$ cat src/common/eag_defines.vh
// Register offsets, field positions and codes of the effective address generator.
`ifndef EAG_DEFINES_VH
`define EAG_DEFINES_VH
// ------------------------------------------------------------
// Register byte offsets
// ------------------------------------------------------------
`define EAG_OFF_CTRL      8'h00
`define EAG_OFF_OPWORD    8'h04
`define EAG_OFF_EXT0      8'h08
`define EAG_OFF_EXT1      8'h0C
`define EAG_OFF_EXT2      8'h10
`define EAG_OFF_PC        8'h14
`define EAG_OFF_STATUS    8'h18
`define EAG_OFF_EA        8'h1C
`define EAG_OFF_OPERAND   8'h20
`define EAG_OFF_RF_BASE   8'h40
// ------------------------------------------------------------
// Control fields
// ------------------------------------------------------------
`define EAG_CTRL_GO       0
`define EAG_CTRL_SIZE_LO  1
`define EAG_CTRL_SIZE_HI  2
`define EAG_CTRL_WRITE    3
`define EAG_CTRL_JUMP     4
`define EAG_CTRL_RESET    5'h0_0
// ------------------------------------------------------------
// Operand sizes and addressing modes
// ------------------------------------------------------------
`define EAG_SIZE_BYTE     2'h0
`define EAG_SIZE_WORD     2'h1
`define EAG_SIZE_LONG     2'h2
`define EAG_MODE_DREG     3'h0
`define EAG_MODE_AREG     3'h1
`define EAG_MODE_IND      3'h2
`define EAG_MODE_POSTINC  3'h3
`define EAG_MODE_PREDEC   3'h4
`define EAG_MODE_DISP     3'h5
`define EAG_MODE_INDEX    3'h6
`define EAG_MODE_SPECIAL  3'h7
`define EAG_SUB_PCDISP    3'h2
`define EAG_SUB_PCINDEX   3'h3
`define EAG_SUB_IMM       3'h4
`define EAG_SP_NUM        3'h7
// ------------------------------------------------------------
// Extension word fields and base displacement size codes
// ------------------------------------------------------------
`define EAG_EXT_DA        15
`define EAG_EXT_WL        11
`define EAG_EXT_FULL      8
`define EAG_EXT_BS        7
`define EAG_EXT_IS        6
`define EAG_BD_RESERVED   2'h0
`define EAG_BD_NULL       2'h1
`define EAG_BD_WORD       2'h2
`define EAG_BD_LONG       2'h3
`endif

$ cat src/rtl/eag_core.v
// Effective address generator with a classic Wishbone register slave.
//
// Behaviour
// - Operand selector splits into two 3-bit subfields.
// - Register field names register or special submode.
// - Extension words fetched before forming address.
// - Immediate and PC-relative reads are program space.
// - All operand writes go to data space.
// - Implicit stack pointer use needs no encoding.
// - Register direct takes operand, no memory access.
// - Indirect uses address register contents.
// - Postincrement adds one, two or four.
// - Byte on stack pointer steps by two.
// - Predecrement subtracts by size before use.
// - Displacement mode adds sign-extended 16-bit displacement.
// - Displacements sign extended to 32 bits.
// - Brief index sums register, 8-bit displacement, index.
// - Brief format adds index; full format adds it unless bit 6 is set.
// - Address register indexed mode data space except jumps.
// - Extension bit 15 picks data or address index.
// - Index register number from bits 14:12.
// - Bit 11 picks sign-extended word or long.
// - Bits 10:9 scale index by 1,2,4,8.
// - Base displacement form adds optional 16/32-bit displacement.
// - Mode 111 makes register field a submode.
// - PC-relative uses extension word address as PC.
//
// Added by the designer: the address map and register access over Wishbone.
`timescale 1ns/1ps
`include "eag_defines.vh"

module eag_core
#(
	parameter ADDR_W = 8
)
(
	input  wire              clock,
	input  wire              nrst,
	input  wire              wb_cyc_i,
	input  wire              wb_stb_i,
	input  wire              wb_we_i,
	input  wire [ADDR_W-1:0] wb_adr_i,
	input  wire [3:0]        wb_sel_i,
	input  wire [31:0]       wb_dat_i,
	output reg  [31:0]       wb_dat_o,
	output reg               wb_ack_o,
	output reg  [31:0]       ea_addr,
	output reg               ea_program_space,
	output reg               ea_valid,
	output wire              busy
);

	// ------------------------------------------------------------
	// State codes
	// ------------------------------------------------------------
	localparam [1:0] ST_IDLE  = 2'b00;
	localparam [1:0] ST_FETCH = 2'b01;
	localparam [1:0] ST_CALC  = 2'b10;

	// ------------------------------------------------------------
	// Storage
	// ------------------------------------------------------------
	reg [31:0] rf_reg [0:15];
	reg [4:0]  ctrl_reg;
	reg [15:0] opword_reg;
	reg [15:0] ext_in_reg [0:2];
	reg [15:0] ext_w_reg [0:2];
	reg [31:0] pc_reg;
	reg [31:0] operand_reg;
	reg        done_reg;
	reg        regdir_reg;
	reg        illegal_reg;
	reg [1:0]  words_reg;
	reg [1:0]  state_reg;
	reg [1:0]  fetch_cnt_reg;
	integer    i;

	// ------------------------------------------------------------
	// Operand selector decode
	// ------------------------------------------------------------
	wire [2:0] mode_sel = opword_reg[5:3];
	wire [2:0] reg_sel  = opword_reg[2:0];
	wire [1:0] op_size  = ctrl_reg[`EAG_CTRL_SIZE_HI:`EAG_CTRL_SIZE_LO];
	wire       op_write = ctrl_reg[`EAG_CTRL_WRITE];
	wire       op_jump  = ctrl_reg[`EAG_CTRL_JUMP];
	wire       pc_sub   = (mode_sel == `EAG_MODE_SPECIAL) &&
	                      ((reg_sel == `EAG_SUB_PCDISP) || (reg_sel == `EAG_SUB_PCINDEX));
	wire       idx_mode = (mode_sel == `EAG_MODE_INDEX) ||
	                      ((mode_sel == `EAG_MODE_SPECIAL) && (reg_sel == `EAG_SUB_PCINDEX));
	wire       imm_sub  = (mode_sel == `EAG_MODE_SPECIAL) && (reg_sel == `EAG_SUB_IMM);

	// ------------------------------------------------------------
	// Number of extension words the mode needs, judged from the
	// opword and the first staged extension word.
	// ------------------------------------------------------------
	reg [1:0] need_words;
	always @*
	begin
		need_words = 2'd0;
		if (mode_sel == `EAG_MODE_DISP || (mode_sel == `EAG_MODE_SPECIAL && reg_sel == `EAG_SUB_PCDISP))
			need_words = 2'd1;
		else if (idx_mode)
		begin
			if (!ext_in_reg[0][`EAG_EXT_FULL])
				need_words = 2'd1;
			else if (ext_in_reg[0][5:4] == `EAG_BD_WORD)
				need_words = 2'd2;
			else if (ext_in_reg[0][5:4] == `EAG_BD_LONG)
				need_words = 2'd3;
			else
				need_words = 2'd1;
		end
		else if (imm_sub)
			need_words = (op_size == `EAG_SIZE_LONG) ? 2'd2 : 2'd1;
	end

	// ------------------------------------------------------------
	// Index operand from the first extension word.
	// ------------------------------------------------------------
	wire [15:0] ext0      = ext_w_reg[0];
	wire [3:0]  idx_num   = {ext0[`EAG_EXT_DA], ext0[14:12]};
	wire [31:0] idx_raw   = rf_reg[idx_num];
	wire [31:0] idx_val   = ext0[`EAG_EXT_WL] ? idx_raw :
	                        {{16{idx_raw[15]}}, idx_raw[15:0]};
	wire [31:0] idx_scale = idx_val << ext0[10:9];
	wire        is_full   = ext0[`EAG_EXT_FULL];
	wire        idx_keep  = !(is_full && ext0[`EAG_EXT_IS]);
	wire [31:0] idx_term  = idx_keep ? idx_scale : 32'h0000_0000;

	// Brief and word displacements are widened to 32 bits first.
	wire [31:0] d8_ext  = {{24{ext0[7]}}, ext0[7:0]};
	wire [31:0] d16_ext = {{16{ext0[15]}}, ext0};
	wire [31:0] bdw_ext = {{16{ext_w_reg[1][15]}}, ext_w_reg[1]};
	reg  [31:0] bd_term;
	always @*
	begin
		case (ext0[5:4])
			`EAG_BD_WORD: bd_term = bdw_ext;
			`EAG_BD_LONG: bd_term = {ext_w_reg[1], ext_w_reg[2]};
			default:      bd_term = 32'h0000_0000;
		endcase
	end

	// ------------------------------------------------------------
	// Address formation and register update for the chosen mode.
	// ------------------------------------------------------------
	wire [31:0] an_val  = rf_reg[{1'b1, reg_sel}];
	wire        on_sp   = (reg_sel == `EAG_SP_NUM);
	reg  [31:0] step;
	reg  [31:0] base;
	reg  [31:0] ea_next;
	reg         upd_an;
	reg  [31:0] an_next;
	reg         prog_next;
	reg         regdir_next;
	reg         bad_next;
	always @*
	begin
		case (op_size)
			`EAG_SIZE_BYTE: step = on_sp ? 32'h0000_0002 : 32'h0000_0001;
			`EAG_SIZE_WORD: step = 32'h0000_0002;
			default:        step = 32'h0000_0004;
		endcase
		base        = pc_sub ? pc_reg : an_val;
		if (idx_mode && is_full && ext0[`EAG_EXT_BS])
			base = 32'h0000_0000;
		ea_next     = base;
		upd_an      = 1'b0;
		an_next     = an_val;
		prog_next   = 1'b0;
		regdir_next = 1'b0;
		bad_next    = 1'b0;
		case (mode_sel)
			`EAG_MODE_DREG, `EAG_MODE_AREG:
			begin
				regdir_next = 1'b1;
				ea_next     = 32'h0000_0000;
			end
			`EAG_MODE_IND:
				ea_next = an_val;
			`EAG_MODE_POSTINC:
			begin
				ea_next = an_val;
				upd_an  = 1'b1;
				an_next = an_val + step;
			end
			`EAG_MODE_PREDEC:
			begin
				upd_an  = 1'b1;
				an_next = an_val - step;
				ea_next = an_val - step;
			end
			`EAG_MODE_DISP:
				ea_next = an_val + d16_ext;
			`EAG_MODE_INDEX:
			begin
				if (is_full)
					ea_next = base + idx_term + bd_term;
				else
					ea_next = base + d8_ext + idx_term;
				prog_next = op_jump;
			end
			default:
			begin
				case (reg_sel)
					`EAG_SUB_PCDISP:
						ea_next = pc_reg + d16_ext;
					`EAG_SUB_PCINDEX:
					begin
						if (is_full)
							ea_next = base + idx_term + bd_term;
						else
							ea_next = base + d8_ext + idx_term;
					end
					`EAG_SUB_IMM:
						ea_next = pc_reg;
					default:
						bad_next = 1'b1;
				endcase
				prog_next = pc_sub || imm_sub;
				if (op_write && (pc_sub || imm_sub))
					bad_next = 1'b1;
			end
		endcase
		if (idx_mode && is_full && (ext0[5:4] == `EAG_BD_RESERVED || ext0[2:0] != 3'h0))
			bad_next = 1'b1;
		if (op_write)
			prog_next = 1'b0;
	end

	// ------------------------------------------------------------
	// Wishbone decode and byte lane merge.
	// ------------------------------------------------------------
	wire        wb_req   = wb_cyc_i && wb_stb_i && !wb_ack_o;
	// Writes land at the edge that carries the acknowledge.
	wire        wb_wr    = wb_cyc_i && wb_stb_i && wb_we_i && wb_ack_o;
	wire        rf_hit   = (wb_adr_i[ADDR_W-1:6] == 2'b01);
	wire [3:0]  rf_idx   = wb_adr_i[5:2];
	wire [31:0] status_w = {24'h00_0000, words_reg, 1'b0, illegal_reg, regdir_reg,
	                        ea_program_space, done_reg, busy};

	function [31:0] lane_merge;
		input [31:0] old_v;
		input [31:0] new_v;
		input [3:0]  sel;
		integer      b;
		begin
			lane_merge = old_v;
			for (b = 0; b < 4; b = b + 1)
				if (sel[b])
					lane_merge[b*8 +: 8] = new_v[b*8 +: 8];
		end
	endfunction

	// Byte lane merges of each writable register except control with the bus data.
	wire [31:0] op_mrg = lane_merge({16'h0000, opword_reg}, wb_dat_i, wb_sel_i);
	wire [31:0] e0_mrg = lane_merge({16'h0000, ext_in_reg[0]}, wb_dat_i, wb_sel_i);
	wire [31:0] e1_mrg = lane_merge({16'h0000, ext_in_reg[1]}, wb_dat_i, wb_sel_i);
	wire [31:0] e2_mrg = lane_merge({16'h0000, ext_in_reg[2]}, wb_dat_i, wb_sel_i);
	wire [31:0] pc_mrg = lane_merge(pc_reg, wb_dat_i, wb_sel_i);
	wire [31:0] rf_mrg = lane_merge(rf_reg[rf_idx], wb_dat_i, wb_sel_i);

	// Operand seen by software: a register for direct modes, the stream for immediates.
	reg  [31:0] operand_next;
	always @*
	begin
		operand_next = 32'h0000_0000;
		if (regdir_next)
			operand_next = rf_reg[{mode_sel[0], reg_sel}];
		else if (imm_sub)
		begin
			case (op_size)
				`EAG_SIZE_BYTE: operand_next = {24'h00_0000, ext_w_reg[0][7:0]};
				`EAG_SIZE_WORD: operand_next = {16'h0000, ext_w_reg[0]};
				default:        operand_next = {ext_w_reg[0], ext_w_reg[1]};
			endcase
		end
	end

	assign busy = (state_reg != ST_IDLE);

	// ------------------------------------------------------------
	// Bus answer: ack one cycle after the request, dropped after one.
	// ------------------------------------------------------------
	always @(posedge clock or negedge nrst)
	begin
		if (!nrst)
		begin
			wb_ack_o <= 1'b0;
			wb_dat_o <= 32'h0000_0000;
		end
		else
		begin
			wb_ack_o <= wb_req;
			if (wb_req && !wb_we_i)
			begin
				if (rf_hit)
					wb_dat_o <= rf_reg[rf_idx];
				else
				begin
					case (wb_adr_i)
						`EAG_OFF_CTRL:    wb_dat_o <= {27'h000_0000, ctrl_reg[4:1], 1'b0};
						`EAG_OFF_OPWORD:  wb_dat_o <= {16'h0000, opword_reg};
						`EAG_OFF_EXT0:    wb_dat_o <= {16'h0000, ext_in_reg[0]};
						`EAG_OFF_EXT1:    wb_dat_o <= {16'h0000, ext_in_reg[1]};
						`EAG_OFF_EXT2:    wb_dat_o <= {16'h0000, ext_in_reg[2]};
						`EAG_OFF_PC:      wb_dat_o <= pc_reg;
						`EAG_OFF_STATUS:  wb_dat_o <= status_w;
						`EAG_OFF_EA:      wb_dat_o <= ea_addr;
						`EAG_OFF_OPERAND: wb_dat_o <= operand_reg;
						default:          wb_dat_o <= 32'h0000_0000;
					endcase
				end
			end
		end
	end

	// ------------------------------------------------------------
	// Software registers; configuration writes are ignored while busy.
	// ------------------------------------------------------------
	always @(posedge clock or negedge nrst)
	begin
		if (!nrst)
		begin
			ctrl_reg      <= `EAG_CTRL_RESET;
			opword_reg    <= 16'h0000;
			ext_in_reg[0] <= 16'h0000;
			ext_in_reg[1] <= 16'h0000;
			ext_in_reg[2] <= 16'h0000;
			pc_reg        <= 32'h0000_0000;
			for (i = 0; i < 16; i = i + 1)
				rf_reg[i] <= 32'h0000_0000;
		end
		else
		begin
			ctrl_reg[`EAG_CTRL_GO] <= 1'b0;
			if (wb_wr && !busy)
			begin
				if (rf_hit)
					rf_reg[rf_idx] <= rf_mrg;
				else
				begin
					case (wb_adr_i)
						`EAG_OFF_CTRL:   if (wb_sel_i[0]) ctrl_reg <= wb_dat_i[4:0];
						`EAG_OFF_OPWORD: opword_reg    <= op_mrg[15:0];
						`EAG_OFF_EXT0:   ext_in_reg[0] <= e0_mrg[15:0];
						`EAG_OFF_EXT1:   ext_in_reg[1] <= e1_mrg[15:0];
						`EAG_OFF_EXT2:   ext_in_reg[2] <= e2_mrg[15:0];
						`EAG_OFF_PC:     pc_reg        <= pc_mrg;
						default:         ;
					endcase
				end
			end
			// The engine only updates while busy, so it never meets a software write.
			if (state_reg == ST_CALC && upd_an)
				rf_reg[{1'b1, reg_sel}] <= an_next;
		end
	end

	// ------------------------------------------------------------
	// Sequencer: start, copy extension words one a cycle, form address.
	// ------------------------------------------------------------
	always @(posedge clock or negedge nrst)
	begin
		if (!nrst)
		begin
			state_reg        <= ST_IDLE;
			fetch_cnt_reg    <= 2'd0;
			ext_w_reg[0]     <= 16'h0000;
			ext_w_reg[1]     <= 16'h0000;
			ext_w_reg[2]     <= 16'h0000;
			ea_addr          <= 32'h0000_0000;
			ea_program_space <= 1'b0;
			ea_valid         <= 1'b0;
			done_reg         <= 1'b0;
			regdir_reg       <= 1'b0;
			illegal_reg      <= 1'b0;
			words_reg        <= 2'd0;
			operand_reg      <= 32'h0000_0000;
		end
		else
		begin
			case (state_reg)
				ST_IDLE:
					if (ctrl_reg[`EAG_CTRL_GO])
					begin
						state_reg     <= ST_FETCH;
						fetch_cnt_reg <= 2'd0;
						ea_valid      <= 1'b0;
						done_reg      <= 1'b0;
					end
				ST_FETCH:
					if (fetch_cnt_reg == need_words)
						state_reg <= ST_CALC;
					else
					begin
						ext_w_reg[fetch_cnt_reg] <= ext_in_reg[fetch_cnt_reg];
						fetch_cnt_reg            <= fetch_cnt_reg + 2'd1;
					end
				ST_CALC:
				begin
					ea_addr          <= ea_next;
					ea_program_space <= prog_next;
					regdir_reg       <= regdir_next;
					illegal_reg      <= bad_next;
					words_reg        <= need_words;
					operand_reg      <= operand_next;
					ea_valid         <= 1'b1;
					done_reg         <= 1'b1;
					state_reg        <= ST_IDLE;
				end
				default:
					state_reg <= ST_IDLE;
			endcase
		end
	end

endmodule // eag_core

$ cat config.mk
export PLATFORM = sky130hd
export DESIGN_NAME = eag_core
export DESIGN_NICKNAME = d
export VERILOG_FILES = /design/src/rtl/eag_core.v
export VERILOG_INCLUDE_DIRS = /design/src /design/src/common
export SDC_FILE = /design/constraint.sdc
export NUM_CORES = 2
export LEC_CHECK = 0
export BUFFER_PORTS_ARGS = -buffer_cell sky130_fd_sc_hd__buf_2
export CORE_UTILIZATION = 45
export DETAILED_ROUTE_END_ITERATION = 10
export REMOVE_ABC_BUFFERS = 1
export SETUP_SLACK_MARGIN = 0.02
export SLEW_MARGIN = 20
export SYNTH_ARGS = -nofsm -noshare
export SYNTH_HDL_FRONTEND = slang
export SYNTH_SLANG_ARGS = --single-unit
$ cat constraint.sdc
create_clock -name clock -period 13.4 [get_ports clock]
set_clock_uncertainty 0.2 [all_clocks]
set_input_delay 2.01 -clock clock [delete_from_list [all_inputs] [get_ports clock]]
set_output_delay 2.01 -clock clock [all_outputs]
set_load 0.1 [all_outputs]
==> results by group <==
Final layout
  • Most frequent cells in the layout: nand2_1 (861), dfrtp_1 (758), o21ai_0 (719), mux4_2 (443), nor2_1 (410)
  • Post-route standard cell area excluding fillers: 62060 µm²
  • Number of flip-flops under the largest register name: 512
  • Growth of design area from synthesis to finish: 9.626%
  • Count of non-filler cells in the finished layout: 7508
  • Share of layout cells above drive strength 1: 0.1932
  • Most common cell after layout, fill and taps aside: nand2_1
  • Fillers: 11.44k
  • Number of nets in the layout: 6042

Worst setup path
  • Crit path largest cell delay: 900 ps
  • Worst setup path class: reg -> reg
  • Data arrival time of the worst path: 8160 ps
  • Cell breakdown of the critical path: buf_4 -> buf_4 -> mux4_2 -> mux4_2 -> mux2_2 -> a22oi_1 -> fa_1 -> inv_1 -> ha_1 -> and3_1 -> a221oi_1 -> o22ai_1 -> a211oi_1 -> o211ai_1 -> a21oi_1 -> xnor2_1 -> a311oi_1 -> o211a_1 -> o22ai_1
  • Critical path startpoint: ext0[13]
  • Top Family by Delay on Critical Path: compound AO/OA/AOI/OAI gates
  • Endpoint type of the worst setup path: flop
  • RR Startpoint: ext0[13]
  • CP startpoint kind: flop
  • Slowest stage cell on the critical path: buf_4
  • Number of buffers and inverters on the critical path: 3
  • Required time worst endpoint: 13810 ps
  • Maximum fanout count along the critical path: 60

Pwr
  • Cell Pwr Density: 89.36 nW/µm²
  • Net switching power: 1.582 mW
  • Static leakage: 24.38 nW
  • Clk pwr share: 0.464
  • Switching share of power: 0.2853
  • Largest vdd supply drop: 0.09325 mV
  • Proportion of power drawn by flip-flops and latches: 0.435
  • Internal power: 3.963 mW
  • Gate power share: 0.101

Clock tree
  • Clock-pin slew on the worst setup and hold paths: 70 ps
  • CTS sink cnt: 768
  • Root cell of the clock tree: clkbuf_16
  • Post-CTS setup buffer count: 0
  • TritonCTS clock tree: yes
  • Buffers from clock root to sink, at most: 3
  • Number of gates given a new drive strength after cts: 0
  • Total CTS buffers: 91
  • Clock latency on the worst-skew pair: 740 ps
  • H-tree lvl count: 3
  • Number of buffers inserted by hold repair at cts: 0

Logic synthesis
  • Yosys warning count: 0
  • Prevailing post-synth register cell: dfrtp_1
  • Unique cell type count in the Yosys netlist: 90
  • Post-synth EDFFs: 0
  • Combined area of all synthesized cells: 56610 µm²
  • Seq cells post-synth: 768
  • Share of synthesized registers carrying an async set or reset: 1.000
  • Syn_area_per_cell: 9.622 µm²
  • Sequential area share after synthesis: 0.3395
  • Number of cells produced by synthesis: 5883

Route
  • WL/cell: 31.73 µm
  • Per-cell via count in the routed design: 6.853
  • DR vias: 51.45k
  • Iteration-0 DRC count of the detailed router: 7005
  • Iteration count of the initial detailed-routing pass: 8
  • Remaining antenna violation count after routing: 0
  • Total Routed Length: 238200 µm
  • Post-route DRC: 0

Hold path
  • Worst min path class: reg -> reg
  • Start point of the worst hold path: ext_w_reg[10]

STA
  • Max Freq: 0.1291 GHz
  • Measured slew at the worst slew-check pin: 1293 ps
  • Normalized max-slew margin: 0.1318
  • Total negative setup slack: 0 ps
  • Ratio of final minimum period to clock period: 0.5783
  • Hold slack final: 276.5 ps
  • Final setup violation count: 0
  • Shortest period the worst path allows: 7749 ps
  • Final Max Tran Viols: 0
  • RSZ-0062 raised after global routing: false
  • Hold Vio Cnt, Final: 0

Run status
  • Run status: finished, final reports clean

Placed design
  • Placed insts: 7336
  • Final GP Congestion: 1.009
  • HPWL after DPL: 164700 µm
  • Count of buffers from port buffering: 116
  • Total cell area at the placement stage: 59000 µm²

Floorplan
  • Standard-cell rows: 129
  • Die Span Y: 356.7 µm
  • Starting utilization of the core area: 0.4555
  • Die boundary width: 356.7 µm
  • Area of the die: 127200 µm²
  • Core outline area: 124300 µm²
  • Count of boundary I/O pins: 117

Global route
  • Total grt overflow: 0
  • Maximum number of pins on one net before global-route repair: 163
  • Total GRT Usage: 0.3733
  • First-pass GRT wire length: 346000 µm
  • Via count of the first global-routing pass: 48.88k
  • Initial antenna violation count: 13

Job
  • MaxCap Viol Count: 0
-- synthesized netlist by cell type (106+ instances only) --
library cell | number | share of area
o211ai_1 | 192 | 0.025
a21oi_1 | 377 | 0.033
nor2_1 | 422 | 0.028
ha_1 | 132 | 0.029
mux4_2 | 443 | 0.18
mux2i_1 | 106 | 0.019
inv_1 | 186 | 0.012
dfrtp_1 | 768 | 0.34
mux2_2 | 133 | 0.026
nand2_1 | 870 | 0.058
clkbuf_1 | 398 | 0.026
o21ai_0 | 719 | 0.064
-- tightest hold or removal path: stages (launching register included) --
cell and delay (ps):
dfrtp_1 340, nand2_1 40, o21ai_0 60
-- kinds of logic (layout without fill, tap and decap cells) --
group	after synthesis	in the layout	share of synthesized area
fa+ha+maj	200	200	0.05322
mux	697	697	0.2260
compound gates	1807	1807	0.1946
xor+xnor	129	129	0.02022
other cells	0	7	0
buf+inv	671	652	0.04573
flops	768	768	0.3395
simple gates	1611	1611	0.1207
-- layer usage --
layer	vias to the layer above	GRT usage	share of wire
met5	-	0	0.00037
met4	12	0.2012	0.061
met3	681	0.1045	0.12
met2	3480	0.5381	0.42
met1	25610	0.5092	0.39
li1	21670	-	-
-- power by group through the flow --
| stage | clock network (mW) | registers (mW) | logic, mW |
|---|---|---|---|
| final | 2.57 | 2.41 | 0.562 |
| after global routing | 2.68 | 2.41 | 0.590 |
| after CTS | 2.59 | 2.41 | 0.555 |
| after detailed placement | 0 | 2.45 | 0.554 |
| after global placement | 0 | 2.45 | 0.550 |
| after floorplan | 0 | 2.57 | 0.186 |
-- area by class of cell --
cell class	count	area, µm²	share of cell area
Sequential cell	768	19250	0.3102
Inverter	197	739.5	0.01192
Timing Repair Buffer	291	1986	0.03200
Tap cell	1637	2048	0.03301
Antenna cell	7	17.52	0.0002823
Clock inverter	38	425.4	0.006855
Clock buffer	126	2599	0.04188
Multi-Input combinational cell	4444	34990	0.5639
-- final timing paths --
| path | end | slack (ps) | cells past startpoint |
|---|---|---|---|
| setup / recovery | ea_addr[29] | 5650 | 19 |
| hold / removal | ext_w_reg[10] | 280 | 2 |
| setup reg to reg | ea_addr[29] | 5650 | 19 |
| hold reg to reg | ext_w_reg[10] | 280 | 2 |
| max in group asynchronous | rf_reg[509] | 9670 | 3 |
| min in group asynchronous | rf_reg[384] | 1070 | 1 |
-- metrics by stage --
step | setup slack, ps | total power, mW | util
floorplan | 2712 | 2.760 | -
finish | 5651 | 5.545 | 0.4993
CTS | 5773 | 5.550 | 0.4991
detailed placement | 5779 | 3.005 | 0.4747
global placement | 5812 | 2.999 | 0.4743
global route | 5204 | 5.683 | 0.4992
(Power assumes the default switching activity.)
